$ cat config.mk
export PLATFORM = sky130hd
export DESIGN_NAME = touch_slider_spi_command_port
export DESIGN_NICKNAME = d
export VERILOG_FILES = /design/src/pkg/slider_port_pkg.sv /design/src/hw/touch_slider_spi_command_port.sv
export SDC_FILE = /design/constraint.sdc
export NUM_CORES = 1
export LEC_CHECK = 0
export ABC_CLOCK_PERIOD_IN_PS = 3700
export BUFFER_PORTS_ARGS = -buffer_cell sky130_fd_sc_hd__buf_2
export CAP_MARGIN = 10
export CORE_AREA = 2 2 126 128
export DETAILED_ROUTE_END_ITERATION = 12
export DIE_AREA = 0 0 128 130
export GPL_TIMING_DRIVEN = 0
export SYNTH_ARGS = -nofsm -noshare
export SYNTH_HDL_FRONTEND = slang
export SYNTH_SLANG_ARGS = --single-unit
$ cat constraint.sdc
create_clock -name clk_sys -period 3.7 [get_ports clk_sys]
set_clock_uncertainty 0.15 [all_clocks]
set_input_delay 0.74 -clock clk_sys [delete_from_list [all_inputs] [get_ports clk_sys]]
set_output_delay 0.74 -clock clk_sys [all_outputs]
set_load 0.01 [all_outputs]
$ cat src/pkg/slider_port_pkg.sv
// constants and types for the touch-slider serial command port
// assumes a 20 MHz system clock; long counts are overridable at the top level
package slider_port_pkg;
   localparam int unsigned CLK_HZ = 20000000;
   localparam int unsigned FRAME_BITS = 8;
   // timing figures in their own units
   localparam int unsigned SLEEP_DELAY_US = 35;
   localparam int unsigned WAKE_BURST_US = 920;
   localparam int unsigned PULSE_BURST_US = 1000;
   localparam int unsigned GO_LOW_US = 56;
   localparam int unsigned FLOAT_WAKE_US = 400;
   localparam int unsigned FLOAT_PWR_MS = 20;
   localparam int unsigned CAL_PWR_MS = 525;
   localparam int unsigned SEL_LOW_MAX_MS = 1000;
   localparam int unsigned FREE_RUN_HZ = 17;
   localparam int unsigned DIAG_PULSE_NS = 250;
   // derived cycle counts (longest times round down, least times round up)
   localparam int unsigned SLEEP_DELAY_CYC = SLEEP_DELAY_US * (CLK_HZ / 1000000);
   localparam int unsigned GO_LOW_CYC = 2;
   localparam int unsigned DIAG_CYC = (DIAG_PULSE_NS * (CLK_HZ / 1000000) + 999) / 1000;
   localparam int unsigned WAKE_BURST_CYC = WAKE_BURST_US * (CLK_HZ / 1000000);
   localparam int unsigned PULSE_BURST_CYC = PULSE_BURST_US * (CLK_HZ / 1000000);
   localparam int unsigned FLOAT_WAKE_CYC = FLOAT_WAKE_US * (CLK_HZ / 1000000);
   localparam int unsigned FLOAT_PWR_CYC = FLOAT_PWR_MS * (CLK_HZ / 1000);
   localparam int unsigned CAL_PWR_CYC = CAL_PWR_MS * (CLK_HZ / 1000);
   localparam int unsigned SEL_LOW_MAX_CYC = SEL_LOW_MAX_MS * (CLK_HZ / 1000);
   localparam int unsigned FREE_RUN_CYC = CLK_HZ / FREE_RUN_HZ;
   // commands and burst counts
   localparam logic [7:0] CMD_NULL = 8'h00;
   localparam logic [7:0] CMD_CAL = 8'h01;
   localparam logic [7:0] CMD_END_CAL = 8'h02;
   localparam logic [7:0] CMD_DRIFT = 8'h03;
   localparam logic [1:0] CMD_TOP_PROX = 2'h1;
   localparam logic [1:0] CMD_TOP_TOUCH = 2'h2;
   localparam logic [4:0] CAL_BURSTS = 5'h0a;
   localparam logic [4:0] END_CAL_BURSTS = 5'h14;
   localparam logic [3:0] DRIFT_PER_STEP = 4'ha;
   localparam logic [5:0] THRESH_DEFAULT = 6'h0a;
   localparam int unsigned TOUCH_SCALE_SHIFT = 2;
   // response byte layout
   localparam int unsigned RESP_TOUCH_BIT = 7;
   localparam int unsigned RESP_POL_BIT = 1;
   localparam int unsigned RESP_PROX_BIT = 0;
   typedef enum logic [6:0] {
      ST_PWR_FLOAT = 7'h01,
      ST_PWR_CAL = 7'h02,
      ST_IDLE = 7'h04,
      ST_SHIFT = 7'h08,
      ST_SLEEP = 7'h10,
      ST_WAIT = 7'h20,
      ST_BURST = 7'h40
   } port_state_t;
endpackage

$ cat src/hw/touch_slider_spi_command_port.sv
// serial command port of a capacitive touch slider: framing, commands, sleep and burst sequencing
// assumes the host drives select, clock and data from its own clock domain; acquisition is external
// Operation
// RULE1: clock idles high; shift out on falling edges, sample on rising edges.
// RULE2: eight bits per frame, most significant first, host clock 5 to 40 kHz.
// RULE3: host holds select low for the whole byte, one select per device.
// RULE4: full duplex; outgoing byte reflects the previous command or action.
// RULE5: host raises select at least 35 us after the last clock edge.
// RULE6: within 35 us after last rising edge, sleep and drop go-ahead line.
// RULE7: select rising after a full command byte starts a burst within 1 ms.
// RULE8: select rising while leaving sleep starts a burst about 920 us later.
// RULE9: select held high runs free bursts at about 17 Hz.
// RULE10: unclocked select low pulse triggers one burst; go-ahead drops within 56 us.
// RULE11: burst completion raises the go-ahead line.
// RULE12: data clocked while go-ahead is low is ignored.
// RULE13: power-up: float 20 ms, low 525 ms calibrating, then high.
// RULE14: select low past about 1 s makes the device wake and recalibrate.
// RULE15: on leaving sleep the select pin is pulled low 250 ns.
// RULE16: go-ahead, touch and proximity outputs float 400 us after each wake.
// RULE17: every command returns the same standard response byte.
// RULE18: no touch: bit 7 clear, bit 1 polarity error, bit 0 proximity.
// RULE19: touch: bit 7 set, low seven bits hold position from prior burst.
// RULE20: command 0x00 only shifts response and allows a burst on select rise.
// RULE21: 0x01 runs 10 bursts with go-ahead low and cancels end calibration.
// RULE22: 0x02 runs 20 bursts with go-ahead low to relocate end points.
// RULE23: 0x03 bursts and steps drift once per ten, ignored while touched.
// RULE24: top bits 01 load proximity threshold and burst; default 10.
// RULE25: top bits 10 load touch threshold times four and burst; default 10.
// RULE26: serial data output released after each shift operation.
// RULE27: other 00 codes and all 11 codes act as the null command.
`timescale 1ns/10ps
`default_nettype none
module touch_slider_spi_command_port #(
   parameter int unsigned CAL_PWR_CYCLES = slider_port_pkg::CAL_PWR_CYC,
   parameter int unsigned FLOAT_PWR_CYCLES = slider_port_pkg::FLOAT_PWR_CYC,
   parameter int unsigned SEL_LOW_MAX_CYCLES = slider_port_pkg::SEL_LOW_MAX_CYC,
   parameter int unsigned FREE_RUN_CYCLES = slider_port_pkg::FREE_RUN_CYC,
   parameter int unsigned WAKE_BURST_CYCLES = slider_port_pkg::WAKE_BURST_CYC,
   parameter int unsigned PULSE_BURST_CYCLES = slider_port_pkg::PULSE_BURST_CYC
) (
   input wire logic clk_sys,
   input wire logic reset,
   input wire logic sclk,
   input wire logic sel_n_in,
   output logic sel_n_out,
   output logic sel_n_oe,
   input wire logic mosi,
   output logic miso,
   output logic miso_oe,
   output logic host_go_ahead_line,
   output logic host_go_ahead_oe,
   output logic outputs_float,
   output logic sleeping,
   output logic burst_start,
   input wire logic burst_done,
   input wire logic touch_detected,
   input wire logic prox_detected,
   input wire logic polarity_error,
   input wire logic [6:0] position,
   output logic [5:0] prox_threshold,
   output logic [7:0] touch_threshold,
   output logic end_cal_enabled,
   output logic calibrating,
   output logic drift_step
);
   import slider_port_pkg::*;

   ////////////////////////////////////////////////////////////////////////
   // input synchronisers
   logic [1:0] sclk_sync;
   logic [1:0] sel_sync;
   logic [1:0] mosi_sync;
   logic sclk_d;
   logic sel_d;
   always_ff @(posedge clk_sys) begin
      if (reset) begin
         sclk_sync <= 2'h3;
         sel_sync <= 2'h3;
         mosi_sync <= 2'h0;
         sclk_d <= 1'b1;
         sel_d <= 1'b1;
      end else begin
         sclk_sync <= {sclk_sync[0], sclk};
         sel_sync <= {sel_sync[0], sel_n_in};
         mosi_sync <= {mosi_sync[0], mosi};
         sclk_d <= sclk_sync[1];
         sel_d <= sel_sync[1];
      end
   end
   logic sclk_rise;
   logic sclk_fall;
   logic sel_rise;
   logic sel_fall;
   logic sel_low;
   assign sclk_rise = sclk_sync[1] & ~sclk_d;
   assign sclk_fall = ~sclk_sync[1] & sclk_d;
   assign sel_rise = sel_sync[1] & ~sel_d;
   assign sel_fall = ~sel_sync[1] & sel_d;
   assign sel_low = ~sel_sync[1];

   ////////////////////////////////////////////////////////////////////////
   // command decode helper
   function automatic logic is_burst_cmd(input logic [7:0] c);
      is_burst_cmd = (c != CMD_CAL) && (c != CMD_END_CAL);
   endfunction

   ////////////////////////////////////////////////////////////////////////
   // state and counters
   port_state_t state;
   logic [31:0] timer;
   logic [2:0] bit_cnt;
   logic [7:0] rx_shift;
   logic [7:0] tx_shift;
   logic byte_done;
   logic clocked;
   logic from_sleep;
   logic [4:0] multi_left;
   logic [3:0] drift_cnt;
   logic [7:0] cmd;
   logic [7:0] response;

   // standard response composed from detection state [RULE17]
   always_comb begin
      if (touch_detected) begin
         response = {1'b1, position}; // [RULE19]
      end else begin
         response = 8'h00; // [RULE18]
         response[RESP_POL_BIT] = polarity_error;
         response[RESP_PROX_BIT] = prox_detected;
      end
   end

   // main sequencer
   always_ff @(posedge clk_sys) begin
      if (reset) begin
         state <= ST_PWR_FLOAT;
         timer <= 32'h0;
         bit_cnt <= 3'h0;
         rx_shift <= 8'h00;
         tx_shift <= 8'h00;
         byte_done <= 1'b0;
         clocked <= 1'b0;
         from_sleep <= 1'b0;
         multi_left <= 5'h00;
         cmd <= 8'h00;
         burst_start <= 1'b0;
         calibrating <= 1'b0;
      end else begin
         burst_start <= 1'b0;
         timer <= timer + 32'h1;
         unique case (state)
            ST_PWR_FLOAT: begin
               if (timer >= FLOAT_PWR_CYCLES - 1) begin // [RULE13]
                  state <= ST_PWR_CAL;
                  timer <= 32'h0;
                  calibrating <= 1'b1;
               end
            end
            ST_PWR_CAL: begin
               if (timer >= CAL_PWR_CYCLES - 1) begin // [RULE13]
                  state <= ST_IDLE;
                  timer <= 32'h0;
                  calibrating <= 1'b0;
               end
            end
            ST_IDLE: begin
               if (sel_fall) begin // [RULE3]
                  state <= ST_SHIFT;
                  timer <= 32'h0;
                  bit_cnt <= 3'h0;
                  clocked <= 1'b0;
                  byte_done <= 1'b0;
                  tx_shift <= response; // [RULE4]
               end else if (timer >= FREE_RUN_CYCLES - 1) begin // [RULE9]
                  state <= ST_BURST;
                  burst_start <= 1'b1;
                  timer <= 32'h0;
               end
            end
            ST_SHIFT: begin
               if (sclk_fall && bit_cnt != 3'h0) begin
                  tx_shift <= {tx_shift[6:0], 1'b0}; // [RULE1]
               end
               if (sclk_rise && !byte_done) begin // [RULE1] [RULE2]
                  rx_shift <= {rx_shift[6:0], mosi_sync[1]};
                  bit_cnt <= bit_cnt + 3'h1;
                  clocked <= 1'b1;
                  timer <= 32'h0;
                  if (bit_cnt == 3'h7) begin
                     byte_done <= 1'b1;
                     cmd <= {rx_shift[6:0], mosi_sync[1]};
                  end
               end
               if (byte_done && timer >= SLEEP_DELAY_CYC - 1) begin // [RULE6]
                  state <= ST_SLEEP;
                  timer <= 32'h0;
               end else if (sel_rise) begin
                  // unclocked pulse forces one burst; partial bytes are dropped
                  state <= ST_WAIT;
                  timer <= 32'h0;
                  from_sleep <= 1'b0;
                  cmd <= clocked ? CMD_NULL : CMD_NULL; // [RULE10]
               end
            end
            ST_SLEEP: begin
               if (sel_rise) begin // [RULE7]
                  state <= ST_WAIT;
                  timer <= 32'h0;
                  from_sleep <= 1'b1;
                  if (cmd == CMD_CAL) begin
                     multi_left <= CAL_BURSTS; // [RULE21]
                  end else if (cmd == CMD_END_CAL) begin
                     multi_left <= END_CAL_BURSTS; // [RULE22]
                  end else begin
                     multi_left <= 5'h00; // [RULE20] [RULE27]
                  end
               end else if (timer >= SEL_LOW_MAX_CYCLES - 1) begin // [RULE14]
                  state <= ST_WAIT;
                  timer <= 32'h0;
                  from_sleep <= 1'b1;
                  multi_left <= CAL_BURSTS;
                  cmd <= CMD_CAL;
               end
            end
            ST_WAIT: begin
               if (timer >= (from_sleep ? WAKE_BURST_CYCLES : PULSE_BURST_CYCLES) - 1) begin // [RULE8] [RULE10]
                  state <= ST_BURST;
                  burst_start <= 1'b1;
                  timer <= 32'h0;
                  calibrating <= !is_burst_cmd(cmd) && from_sleep;
               end
            end
            ST_BURST: begin
               if (burst_done) begin
                  timer <= 32'h0;
                  if (multi_left > 5'h01) begin // [RULE21] [RULE22]
                     multi_left <= multi_left - 5'h01;
                     burst_start <= 1'b1;
                  end else begin
                     multi_left <= 5'h00;
                     calibrating <= 1'b0;
                     cmd <= CMD_NULL;
                     state <= ST_IDLE; // [RULE11]
                  end
               end
            end
            default: begin
               state <= ST_IDLE;
            end
         endcase
      end
   end

   ////////////////////////////////////////////////////////////////////////
   // configuration loaded when select rises in sleep after a clocked byte
   logic load_cmd;
   assign load_cmd = (state == ST_SLEEP) && sel_rise;
   always_ff @(posedge clk_sys) begin
      if (reset) begin
         prox_threshold <= THRESH_DEFAULT;
         touch_threshold <= 8'(THRESH_DEFAULT) << TOUCH_SCALE_SHIFT;
         end_cal_enabled <= 1'b0;
         drift_cnt <= 4'h0;
         drift_step <= 1'b0;
      end else begin
         drift_step <= 1'b0;
         if (load_cmd) begin
            if (cmd[7:6] == CMD_TOP_PROX) begin
               prox_threshold <= cmd[5:0]; // [RULE24]
            end
            if (cmd[7:6] == CMD_TOP_TOUCH) begin
               touch_threshold <= {cmd[5:0], 2'h0}; // [RULE25]
            end
            if (cmd == CMD_CAL) begin
               end_cal_enabled <= 1'b0; // [RULE21]
            end
            if (cmd == CMD_END_CAL) begin
               end_cal_enabled <= 1'b1; // [RULE22]
            end
            if (cmd == CMD_DRIFT && !touch_detected) begin // [RULE23]
               if (drift_cnt == DRIFT_PER_STEP - 4'h1) begin
                  drift_cnt <= 4'h0;
                  drift_step <= 1'b1;
               end else begin
                  drift_cnt <= drift_cnt + 4'h1;
               end
            end
         end
      end
   end

   ////////////////////////////////////////////////////////////////////////
   // wake diagnostic pulse and output float window
   logic [7:0] diag_cnt;
   logic [31:0] float_cnt;
   always_ff @(posedge clk_sys) begin
      if (reset) begin
         diag_cnt <= 8'h00;
         float_cnt <= 32'h0;
      end else begin
         if (state == ST_SLEEP && state != ST_WAIT && (sel_rise || timer >= SEL_LOW_MAX_CYCLES - 1)) begin
            diag_cnt <= 8'(DIAG_CYC); // [RULE15]
            float_cnt <= 32'(FLOAT_WAKE_CYC); // [RULE16]
         end else begin
            if (diag_cnt != 8'h00) diag_cnt <= diag_cnt - 8'h01;
            if (float_cnt != 32'h0) float_cnt <= float_cnt - 32'h1;
         end
      end
   end
   assign sel_n_out = 1'b0;
   assign sel_n_oe = (diag_cnt != 8'h00); // [RULE15]
   assign outputs_float = (float_cnt != 32'h0) || (state == ST_PWR_FLOAT); // [RULE16]
   assign sleeping = (state == ST_SLEEP); // [RULE6]

   // go-ahead high while idle or shifting; it drops with sleep and stays low until the last triggered burst ends [RULE12]
   assign host_go_ahead_line = (state == ST_IDLE) || (state == ST_SHIFT); // [RULE6]
   assign host_go_ahead_oe = !outputs_float;
   // data driven only while a byte is in progress [RULE26]
   assign miso = tx_shift[7];
   assign miso_oe = (state == ST_SHIFT) && !byte_done && sel_low;

   ////////////////////////////////////////////////////////////////////////
   // checks
   AST_SLEEP_AFTER_BYTE: assert property (@(posedge clk_sys) disable iff (reset)
      (state == ST_SHIFT && byte_done && $rose(byte_done)) |-> ##[1:700] (state != ST_SHIFT)) else $error("no sleep after byte"); // [RULE6]
   AST_READY_LOW_SLEEP: assert property (@(posedge clk_sys) disable iff (reset)
      sleeping |-> !host_go_ahead_line) else $error("go-ahead high in sleep"); // [RULE6]
   AST_WAKE_BURST: assert property (@(posedge clk_sys) disable iff (reset)
      (state == ST_SLEEP && sel_rise) |=> (state == ST_WAIT) && from_sleep) else $error("no wake after select rise"); // [RULE7]
   AST_PULSE_READY: assert property (@(posedge clk_sys) disable iff (reset)
      (state == ST_SHIFT && sel_rise && !byte_done) |-> ##[1:2] !host_go_ahead_line) else $error("go-ahead not low"); // [RULE10]
   AST_DONE_READY: assert property (@(posedge clk_sys) disable iff (reset)
      (state == ST_BURST && burst_done && multi_left <= 5'h01) |=> host_go_ahead_line) else $error("go-ahead not raised"); // [RULE11]
   AST_CAL_COUNT: assert property (@(posedge clk_sys) disable iff (reset)
      (load_cmd && cmd == CMD_CAL) |=> (multi_left == CAL_BURSTS) && !end_cal_enabled) else $error("calibrate setup wrong"); // [RULE21]
   AST_ENDCAL_COUNT: assert property (@(posedge clk_sys) disable iff (reset)
      (load_cmd && cmd == CMD_END_CAL) |=> (multi_left == END_CAL_BURSTS)) else $error("end calibrate setup wrong"); // [RULE22]
   AST_PROX_LOAD: assert property (@(posedge clk_sys) disable iff (reset)
      (load_cmd && cmd[7:6] == CMD_TOP_PROX) |=> prox_threshold == $past(cmd[5:0])) else $error("prox threshold"); // [RULE24]
   AST_TOUCH_LOAD: assert property (@(posedge clk_sys) disable iff (reset)
      (load_cmd && cmd[7:6] == CMD_TOP_TOUCH) |=> touch_threshold == {$past(cmd[5:0]), 2'h0}) else $error("touch threshold"); // [RULE25]
   AST_MISO_RELEASE: assert property (@(posedge clk_sys) disable iff (reset)
      (state != ST_SHIFT) |-> !miso_oe) else $error("data output not released"); // [RULE26]
endmodule
`default_nettype wire

==> out/qor.txt, run 1 <==
sequential share of the synthesized area - 41.5%
clock transition at the registers of the reported paths - 0.06 ns
total wire length - 14900 µm
Reg area - 2800 µm²
nets@finish - 906
Main synth FF type - dfxtp_1
Top Ports - 42
post-synth cell types - 65
Port-buffer cells - 36
Hold Crit Class - reg -> reg
Area growth, synth to finish - 15.7%
Worst Setup SP - float_cnt[25]
largest net degree at the start of global routing - 17
max-cap violations - 0
Critical R2R Capture - float_cnt[28]
fin crit share - 93.6%
Vias - 5755
Global Route Usage Sum - 18.5%
CTS tree - done
# DRC - 0
Final Setup Violations - 0
layout cell share with drive strength beyond 1 - 11.6%
core area - 15400 µm²
Setup crit end kind - output port
CTS Buf Count - 17
initial antenna violation count - 0
Post-synth ARST share - 0%
CTS Buffer Depth - 2
clock root buffer - clkbuf_16
register bit total from synthesis - 140
Hold Crit Start - sclk_sync[0]
RSZ-0062 raised after global routing - no
most frequent cells after synthesis - dfxtp_1, nor2_1, nand2_1
peak supply drop - 0.382 mV
Ys Warns - 0
Final Wtd Congestion - 0.821
vias per cell - 5.32
Worst-Skew Late Latency - 0.42 ns
fin. max-slew vios - 0
Sum Neg Setup Slack - 0 ns
Syn Area/Cell - 8.25 µm²
first-pass detailed-route iteration total - 5
outcome - complete, no violations
top post-synthesis cells by area - dfxtp_1, nor2_1, xnor2_1, a21oi_1, nand2_1
Die X - 128 µm
Critical Path End - host_go_ahead_oe
WL per Instance - 13.8 µm
Layout Utilization - 50.6%
CP required - 2.81 ns
Site Rows - 46
Power Total - 0.00517 W
detailed placement HPWL - 10600 µm
R2R cell count - 8
Routed Antenna Nets - 0
CP Class - reg -> out
PwrDens - 662 nW/µm²
Critical Path Start Type - flip-flop
# hold bufs at CTS - 0
static leakage - 3.09 nW
register-to-register setup slack - 0.57 ns
layout filler cell count - 1514
DIE AREA - 16600 µm²
first-pass GRT wire length - 24800 µm
maximum clock frequency - 0.289 GHz
DRT iter0 DRCs - 279
synthesized area - 6750 µm²
vias in the first global route - 5138
gr ovfl total - 0
Worst EP arrival - 2.57 ns
Final min period - 3.46 ns
footprint of the multi-input gates - 3660 µm²
top-count cell post-synth - dfxtp_1
Syn Inst Count - 818
Hold Fails Final Rpt - 0
post-synth top area share - 41.5%
Clock Sinks - 140
Slew @ Worst Pin - 0.883 ns
# diodes - 0
H-tree depth - 4
Initial Util - 43.7%
Synth area leader - dfxtp_1
Max-slew headroom - 40.3%
Reg-to-Reg Start - timer[0]
Die Y - 130 µm
Post-synth EDFFs - 0
crit path max fanout - 4
-- cell families after synthesis --
family                     after synthesis  share of synthesized area, %
muxes                                   14                          2.08
buffers and inverters                   64                          4.30
adders and majority gates               14                          2.60
AOI/OAI and AO/OA                      129                          12.4
other                                    1                        0.0556
xor gates and xnor gates                66                          8.57
DFF                                    140                          41.5
and+or+nand+nor                        390                          28.5
-- registers in the layout (all words and copies together) (netlist names), 2 cells and up --
| signal | cells |
|---|---|
| prox_threshold | 6 |
| tx_shift | 8 |
| touch_threshold | 6 |
| rx_shift | 7 |
| float_cnt | 32 |
| drift_cnt | 4 |
| timer | 32 |
| mosi_sync | 2 |
| diag_cnt | 8 |
| multi_left | 5 |
| bit_cnt | 3 |
| sclk_sync | 2 |
| sel_sync | 2 |
| state | 7 |
| cmd | 8 |
-- worst min-delay path by stage --
stage / endpoint / slack (ns) / depth (start not counted)
after floorplan: sclk_sync[1] / 0.24 / 1
after global placement: sclk_sync[1] / 0.25 / 1
after detailed placement: sel_sync[1] / 0.25 / 1
after CTS: sclk_sync[1] / 0.27 / 1
after global routing: sclk_sync[1] / 0.28 / 1
final: sclk_sync[1] / 0.26 / 1
-- repair_timing --
item	in CTS	in global routing
buffers inserted	1	0
endpoints found under the setup margin	2	0
resized for setup	0	0
-- worst max-delay path, cell delays in order (launching register included) --
cell	delay, ns
dfxtp_1	0.33
or4_1	0.59
nor4b_1	0.51
nand4_1	0.25
or2b_1	0.30
inv_1	0.05
buf_2	0.11
-- metrics by stage --
step	setup slack [ns]	hold WS [ns]	cells	instance area [µm²]
after floorplan	0.761	0.239	820	6760
after global placement	0.334	0.251	1048	7180
after detailed placement	0.358	0.254	1048	7180
after CTS	0.209	0.271	1081	7810
after global routing	0.0552	0.283	1081	7810
final	0.237	0.264	1081	7810
-- layout make-up --
| cell class | instances | share of cell area [%] |
|---|---|---|
| plain buffers | 40 | 2.56 |
| clock inverters | 14 | 2.37 |
| well taps | 192 | 3.08 |
| repair buffers | 37 | 2.40 |
| flip-flops and latches | 140 | 35.9 |
| inverters | 24 | 1.15 |
| multi-input cells | 616 | 46.9 |
| clock buffers | 18 | 5.62 |
-- layout by cell type, fill, tap and decap left out, types with 5 or more instances in the layout --
cell / instances
inv_1: 24
xor2_1: 26
o21bai_1: 5
nor2_1: 129
or3_1: 7
nand2_1: 74
a211oi_1: 9
nor3_1: 30
and3_1: 11
a22o_1: 7
or2_2: 7
nor4_1: 13
nand4_1: 13
nand3_1: 46
o31ai_1: 7
nor2b_1: 8
or4_1: 7
dfxtp_1: 140
nand2b_1: 7
and2_1: 5
mux2i_1: 14
o21ai_0: 16
a21oi_1: 57
ha_1: 14
xnor2_1: 40
clkbuf_16: 17
clkbuf_1: 25
nor3b_1: 8
nor4b_1: 6
buf_2: 41
-- power by group --
group | internal (W) | switching [W]
clock network | 0.00109 | 0.000692
logic | 0.000630 | 0.000843
registers | 0.00173 | 0.000184
-- metal layers --
metal  up-vias  part of all wire, %  GRT usage [%]
met4         0                  1.2           5.69
met1      2682                   48           24.5
met3        18                  4.4           4.67
li1       2957                    -              -
met2        98                   47           30.1
met5         -                    0              0
No activity file was read; power rests on OpenSTA's default activity.
==> run 2, diff against run 1 <==
Settings changed: ABC_CLOCK_PERIOD_IN_PS 3700 to 3100.
Clock period 3.7 ns to 3.1 ns, I/O delays scaled along.
==> run 2 against run 1 <==
  * Die area did not move
  * Highest routed layer unchanged
  * Utilization increased by 0.58 points
  * Largest power group unchanged
  * Count of clock-buffer cells in the layout is the same
==> out/qor.txt, run 2 (synthesis results as in run 1) <==
outcome - complete, no violations
CTS tree - done
commonest non-fill, non-tap cell in the layout - dfxtp_1
layout cell share with drive strength beyond 1 - 13.0% (+1.5 points)
first-pass detailed-route iteration total - 4 (-1)
Initial Util - 43.7% (unchanged)
total wire length - 14900 µm (about the same)
H-tree depth - 4 (unchanged)
WL per Instance - 13.8 µm (about the same)
Top Ports - 42 (unchanged)
Regs by FF count - float_cnt: 32 flops, timer: 32 flops
Max-slew headroom - 38.6% (-1.7 points)
fin crit share - 99.0%
initial antenna violation count - 0 (unchanged)
Critical Path Start Type - flip-flop
Die Y - 130 µm (unchanged)
Slew @ Worst Pin - 0.909 ns (+0.0258 ns)
largest net degree at the start of global routing - 17 (unchanged)
maximum clock frequency - 0.326 GHz
detailed placement HPWL - 10600 µm (unchanged)
gr ovfl total - 0 (unchanged)
peak supply drop - 0.455 mV (+19%)
Die X - 128 µm (unchanged)
Final Cell Area - 7900 µm² (+1.1%)
CP required - 2.33 ns (-0.48 ns)
WHS - 0.228 ns (-0.0369 ns)
post-placement cell area - 7180 µm² (unchanged)
Switch Pwr - 0.00208 W (+21%)
fin. max-slew vios - 0 (unchanged)
CTS Buf Count - 17 (unchanged)
Layout Utilization - 51.2% (+0.58 points)
Worst-Skew Late Latency - 0.42 ns (about the same)
CTS Buffer Depth - 2 (unchanged)
PwrDens - 795 nW/µm² (+20%)
CP Class - reg -> out
Clock Sinks - 140 (unchanged)
part of the power in combinational logic - 29.5% (+1.0 points)
Port-buffer cells - 36 (unchanged)
Routed Antenna Nets - 0 (unchanged)
DIE AREA - 16600 µm² (unchanged)
Internal - 0.00420 W (+22%)
Final Wtd Congestion - 0.821 (unchanged)
clock transition at the registers of the reported paths - 0.06 ns (about the same)
Area growth, synth to finish - 17.0%
Global Route Usage Sum - 18.6% (+0.026 points)
Final Setup Violations - 0 (unchanged)
first-pass GRT wire length - 24900 µm (+0.11%)
Final min period - 3.07 ns
nets@finish - 906 (unchanged)
Worst EP arrival - 2.30 ns (-0.27 ns)
core area - 15400 µm² (unchanged)
Reg area - 2810 µm² (about the same)
clock root buffer - clkbuf_16
Site Rows - 46 (unchanged)
DRT iter0 DRCs - 306 (+9.7%)
Worst Setup Slack, final - 0.0303 ns (-0.207 ns)
RSZ-0062 raised after global routing - yes
vias per cell - 5.32 (-0.12%)
layout filler cell count - 1509 (-0.33%)
Setup crit end kind - output port
clock power share - 33.8% (-0.7 points)
# diodes - 0 (unchanged)
most frequent cells in the layout - dfxtp_1, nor2_1, nand2_1
vias in the first global route - 5130 (-0.16%)
post-place setup slack - -0.122 ns (-0.480 ns)
Vias - 5748 (-0.12%)
Power Total - 0.00627 W (+21%)
# DRC - 0 (unchanged)
Hold Fails Final Rpt - 0 (unchanged)
Hold Crit Class - in -> reg
switching share of power - 33.1% (-0.10 points)
max-cap violations - 0 (unchanged)
footprint of the multi-input gates - 3740 µm² (+2.2%)
crit path max fanout - 4 (unchanged)
sequential power share - 36.7% (-0.3 points)
static leakage - 3.11 nW (+0.83%)
run 2: cell types whose count changed in the layout (fill, tap and decap cells not counted), moves of 2 or more:
cell,delta
dfxtp_1,-2
dfxtp_2,+2
nor3_1,-2
nor4_2,+2
nor4_1,-2
run 2: area by class of cell:
class | count | share of cell area [%]
inverter | 24 | 1.14
clock inverter | 14 | 2.35
multi-input combinational | 616 | 47.4
clock buffer | 18 | 5.56
sequential | 140 | 35.5
buffer | 40 | 2.54
tap | 192 | 3.04
timing repair buffer | 37 | 2.46
run 2: worst max-delay path, cell delays in order, from the launching register on:
cell,delay (ns)
dfxtp_2,0.32
or4_4,0.57
nor4b_4,0.35
nand4_1,0.21
or2b_1,0.30
buf_2,0.15
run 2: layer usage:
metal | track usage, % | share of wire (%) | vias to the layer above
met1 | 24.6 | 48 | 2702
met5 | 0 | 0 | -
met2 | 30.1 | 47 | 78
met3 | 4.67 | 3.5 | 14
li1 | - | - | 2954
met4 | 5.69 | 0.92 | 0
run 2: power by group through the flow:
stage | Clock [W] | Sequential, W | Combinational, W
floorplan | 0 | 0.00227 | 0.00144
global placement | 0 | 0.00232 | 0.00173
detailed placement | 0 | 0.00232 | 0.00174
CTS | 0.00218 | 0.00229 | 0.00184
global route | 0.00226 | 0.00234 | 0.00212
finish | 0.00212 | 0.00230 | 0.00185
run 2: final timing paths:
check                                    from             to  slack [ns]  cells after the start
worst max-delay path            float_cnt[27]  outputs_float        0.03                      5
worst min-delay path                 sel_n_in    sel_sync[0]        0.23                      2
worst max register to register       state[2]       timer[7]        0.15                      8
worst min register to register   sclk_sync[0]   sclk_sync[1]        0.27                      1
run 2: through the flow:
step / TNS, ns / cells
floorplan: 0 / 820
global placement: -0.398 / 1048
detailed placement: -0.608 / 1048
CTS: 0 / 1081
global route: -0.184 / 1081
finish: 0 / 1081
run 2: repair_timing:
action                                  CTS  global route
setup buffers                             1             0
hold endpoints to repair                  0             0
endpoints found under the setup margin   22            65
hold buffers                              0             0
pin swaps                                 1             3
resized for setup                         5            14
==> run 3, diff against run 2 <==
Settings changed: CORE_AREA 2 2 126 128 to 2 2 122 124, DIE_AREA 0 0 128 130 to 0 0 124 126, PLACE_DENSITY set to 0.67, REMOVE_ABC_BUFFERS set to 1.
==> run 3 against run 2 <==
  * Wire length is 5.7% lower
  * Clock power fell by 6%
  * Non-clock buffer count shrank 34
  * Die area decreased by 6.1%
  * Largest cell class unchanged
  * Highest routed layer unchanged
==> out/qor.txt, run 3 (synthesis results as in run 1) <==
vias in the first global route - 5091 (-0.76%)
Hold Fails Final Rpt - 0 (unchanged)
Worst-Skew Late Latency - 0.42 ns (about the same)
CTS tree - done
Sum Neg Setup Slack - 0 ns (unchanged)
Port-buffer cells - 38 (+5.6%)
detailed placement HPWL - 9340 µm (-12%)
Die X - 124 µm (-3.1%)
Critical Path Start Type - flip-flop
initial antenna violation count - 0 (unchanged)
clock root buffer - clkbuf_16
max-cap violations - 0 (unchanged)
Site Rows - 44 (-4.3%)
maximum clock frequency - 0.333 GHz (+2.2%)
Power Total - 0.00613 W (-2.3%)
first-pass GRT wire length - 23700 µm (-4.6%)
layout cell share with drive strength beyond 1 - 12.6% (-0.40 points)
DRT iter0 DRCs - 302 (-1.3%)
Initial Util - 47.1% (+3.4 points)
# DRC - 0 (unchanged)
Slew @ Worst Pin - 1.25 ns (+0.337 ns)
Regs by FF count - float_cnt: 32 flops, timer: 32 flops
clock transition at the registers of the reported paths - 0.06 ns (about the same)
outcome - complete, no violations
fin crit share - 96.9% (-2.1 points)
PwrDens - 795 nW/µm² (about the same)
fin. max-slew vios - 0 (unchanged)
# hold bufs at CTS - 0 (unchanged)
commonest non-fill, non-tap cell in the layout - dfxtp_1
total wire length - 14100 µm (-5.7%)
largest net degree at the start of global routing - 66 (+49)
CTS Buffer Depth - 2 (unchanged)
Cells after DPL - 1002 (-4.4%)
vias per cell - 5.42 (+1.9%)
Clock Sinks - 140 (unchanged)
Max-slew headroom - 16.9% (-22 points)
static leakage - 3.03 nW (-2.6%)
Final Setup Violations - 0 (unchanged)
DIE AREA - 15600 µm² (-6.1%)
CP required - 2.33 ns (about the same)
WL per Instance - 13.6 µm (-1.8%)
RSZ-0062 raised after global routing - no
Setup crit end kind - output port
most frequent cells in the layout - dfxtp_1, nor2_1, nand2_1
Worst EP arrival - 2.23 ns (-0.07 ns)
Final min period - 3.00 ns (-0.0659 ns)
first-pass detailed-route iteration total - 6 (+2)
CP Class - reg -> out
Die Y - 126 µm (-3.1%)
Routed Antenna Nets - 0 (unchanged)
gr ovfl total - 0 (unchanged)
Top Ports - 42 (unchanged)
Final Wtd Congestion - 0.865 (+5.3%)
Hold Crit Class - in -> reg
crit path max fanout - 4 (unchanged)
Vias - 5623 (-2.2%)
nets@finish - 873 (-3.6%)
Post-Layout Cell Count - 1038 (-4.0%)
Global Route Usage Sum - 18.7% (+0.11 points)
CTS Buf Count - 17 (unchanged)
# diodes - 0 (unchanged)
H-tree depth - 4 (unchanged)
Area growth, synth to finish - 14.3%
core area - 14300 µm² (-7.2%)
peak supply drop - 0.458 mV (+0.70%)
==> run 3: cell types whose count changed in the layout (fill, tap and decap cells not counted), sizes merged <==
cell,before,now
clkinvlp,3,2
buf,51,42
clkbuf,44,18
inv,28,24
a21o,4,5
clkinv,4,8
==> run 3: timing repair <==
item | CTS | global route
setup endpoints to repair | 63 | 85
buffers inserted | 1 | 3
cloned | 0 | 1
resized for setup | 7 | 14
pin swaps | 1 | 5
==> run 3: final timing paths <==
check                                   start          endpoint  slack (ns)  depth (start not counted)
worst max-delay path            float_cnt[25]  host_go_ahead_oe         0.1                          6
worst min-delay path                 sel_n_in       sel_sync[0]        0.23                          2
worst max register to register       timer[1]     multi_left[0]        0.20                          8
worst min register to register    sel_sync[0]       sel_sync[1]        0.26                          1
==> run 3: report_power, final <==
part | internal [W] | total, W | switching, W
logic | 0.000798 | 0.00183 | 0.00103
clock network | 0.00125 | 0.00200 | 0.000753
registers | 0.00207 | 0.00230 | 0.000237
==> run 3: per-stage QoR <==
step | cell area [µm²] | utilization [%] | setup slack, ns | hold WS [ns]
finish | 7710 | 53.9 | 0.0962 | 0.227
global placement | 6980 | 48.7 | -1.06 | 0.242
CTS | 7610 | 53.1 | 0.00474 | 0.213
global route | 7710 | 53.9 | 0.00608 | 0.220
floorplan | 6560 | - | 0.0913 | 0.239
detailed placement | 6980 | 48.8 | -0.448 | 0.248
==> run 3: routing by layer <==
metal | track usage [%] | share of wire [%] | up-vias
met3 | 4.94 | 4.0 | 16
met1 | 25.6 | 50 | 2632
li1 | - | - | 2888
met2 | 28.7 | 45 | 87
met5 | 0 | 0 | -
met4 | 5.82 | 1.1 | 0
==> run 3: final cells by class <==
| class | count | area, µm² |
|---|---|---|
| timing repair buffer | 43 | 228 |
| inverter | 24 | 90.1 |
| sequential | 140 | 2810 |
| fill | 1350 | 6600 |
| multi-input combinational | 617 | 3780 |
| clock inverter | 13 | 153 |
| tap | 184 | 230 |
| clock buffer | 17 | 425 |
==> run 3: critical path, cell delays in order (launching register included) <==
cell and delay [ns]:
dfxtp_2 0.34, or4_4 0.57, nor4b_4 0.29, nand4_1 0.19, or2b_1 0.27, inv_1 0.05
buf_2 0.11
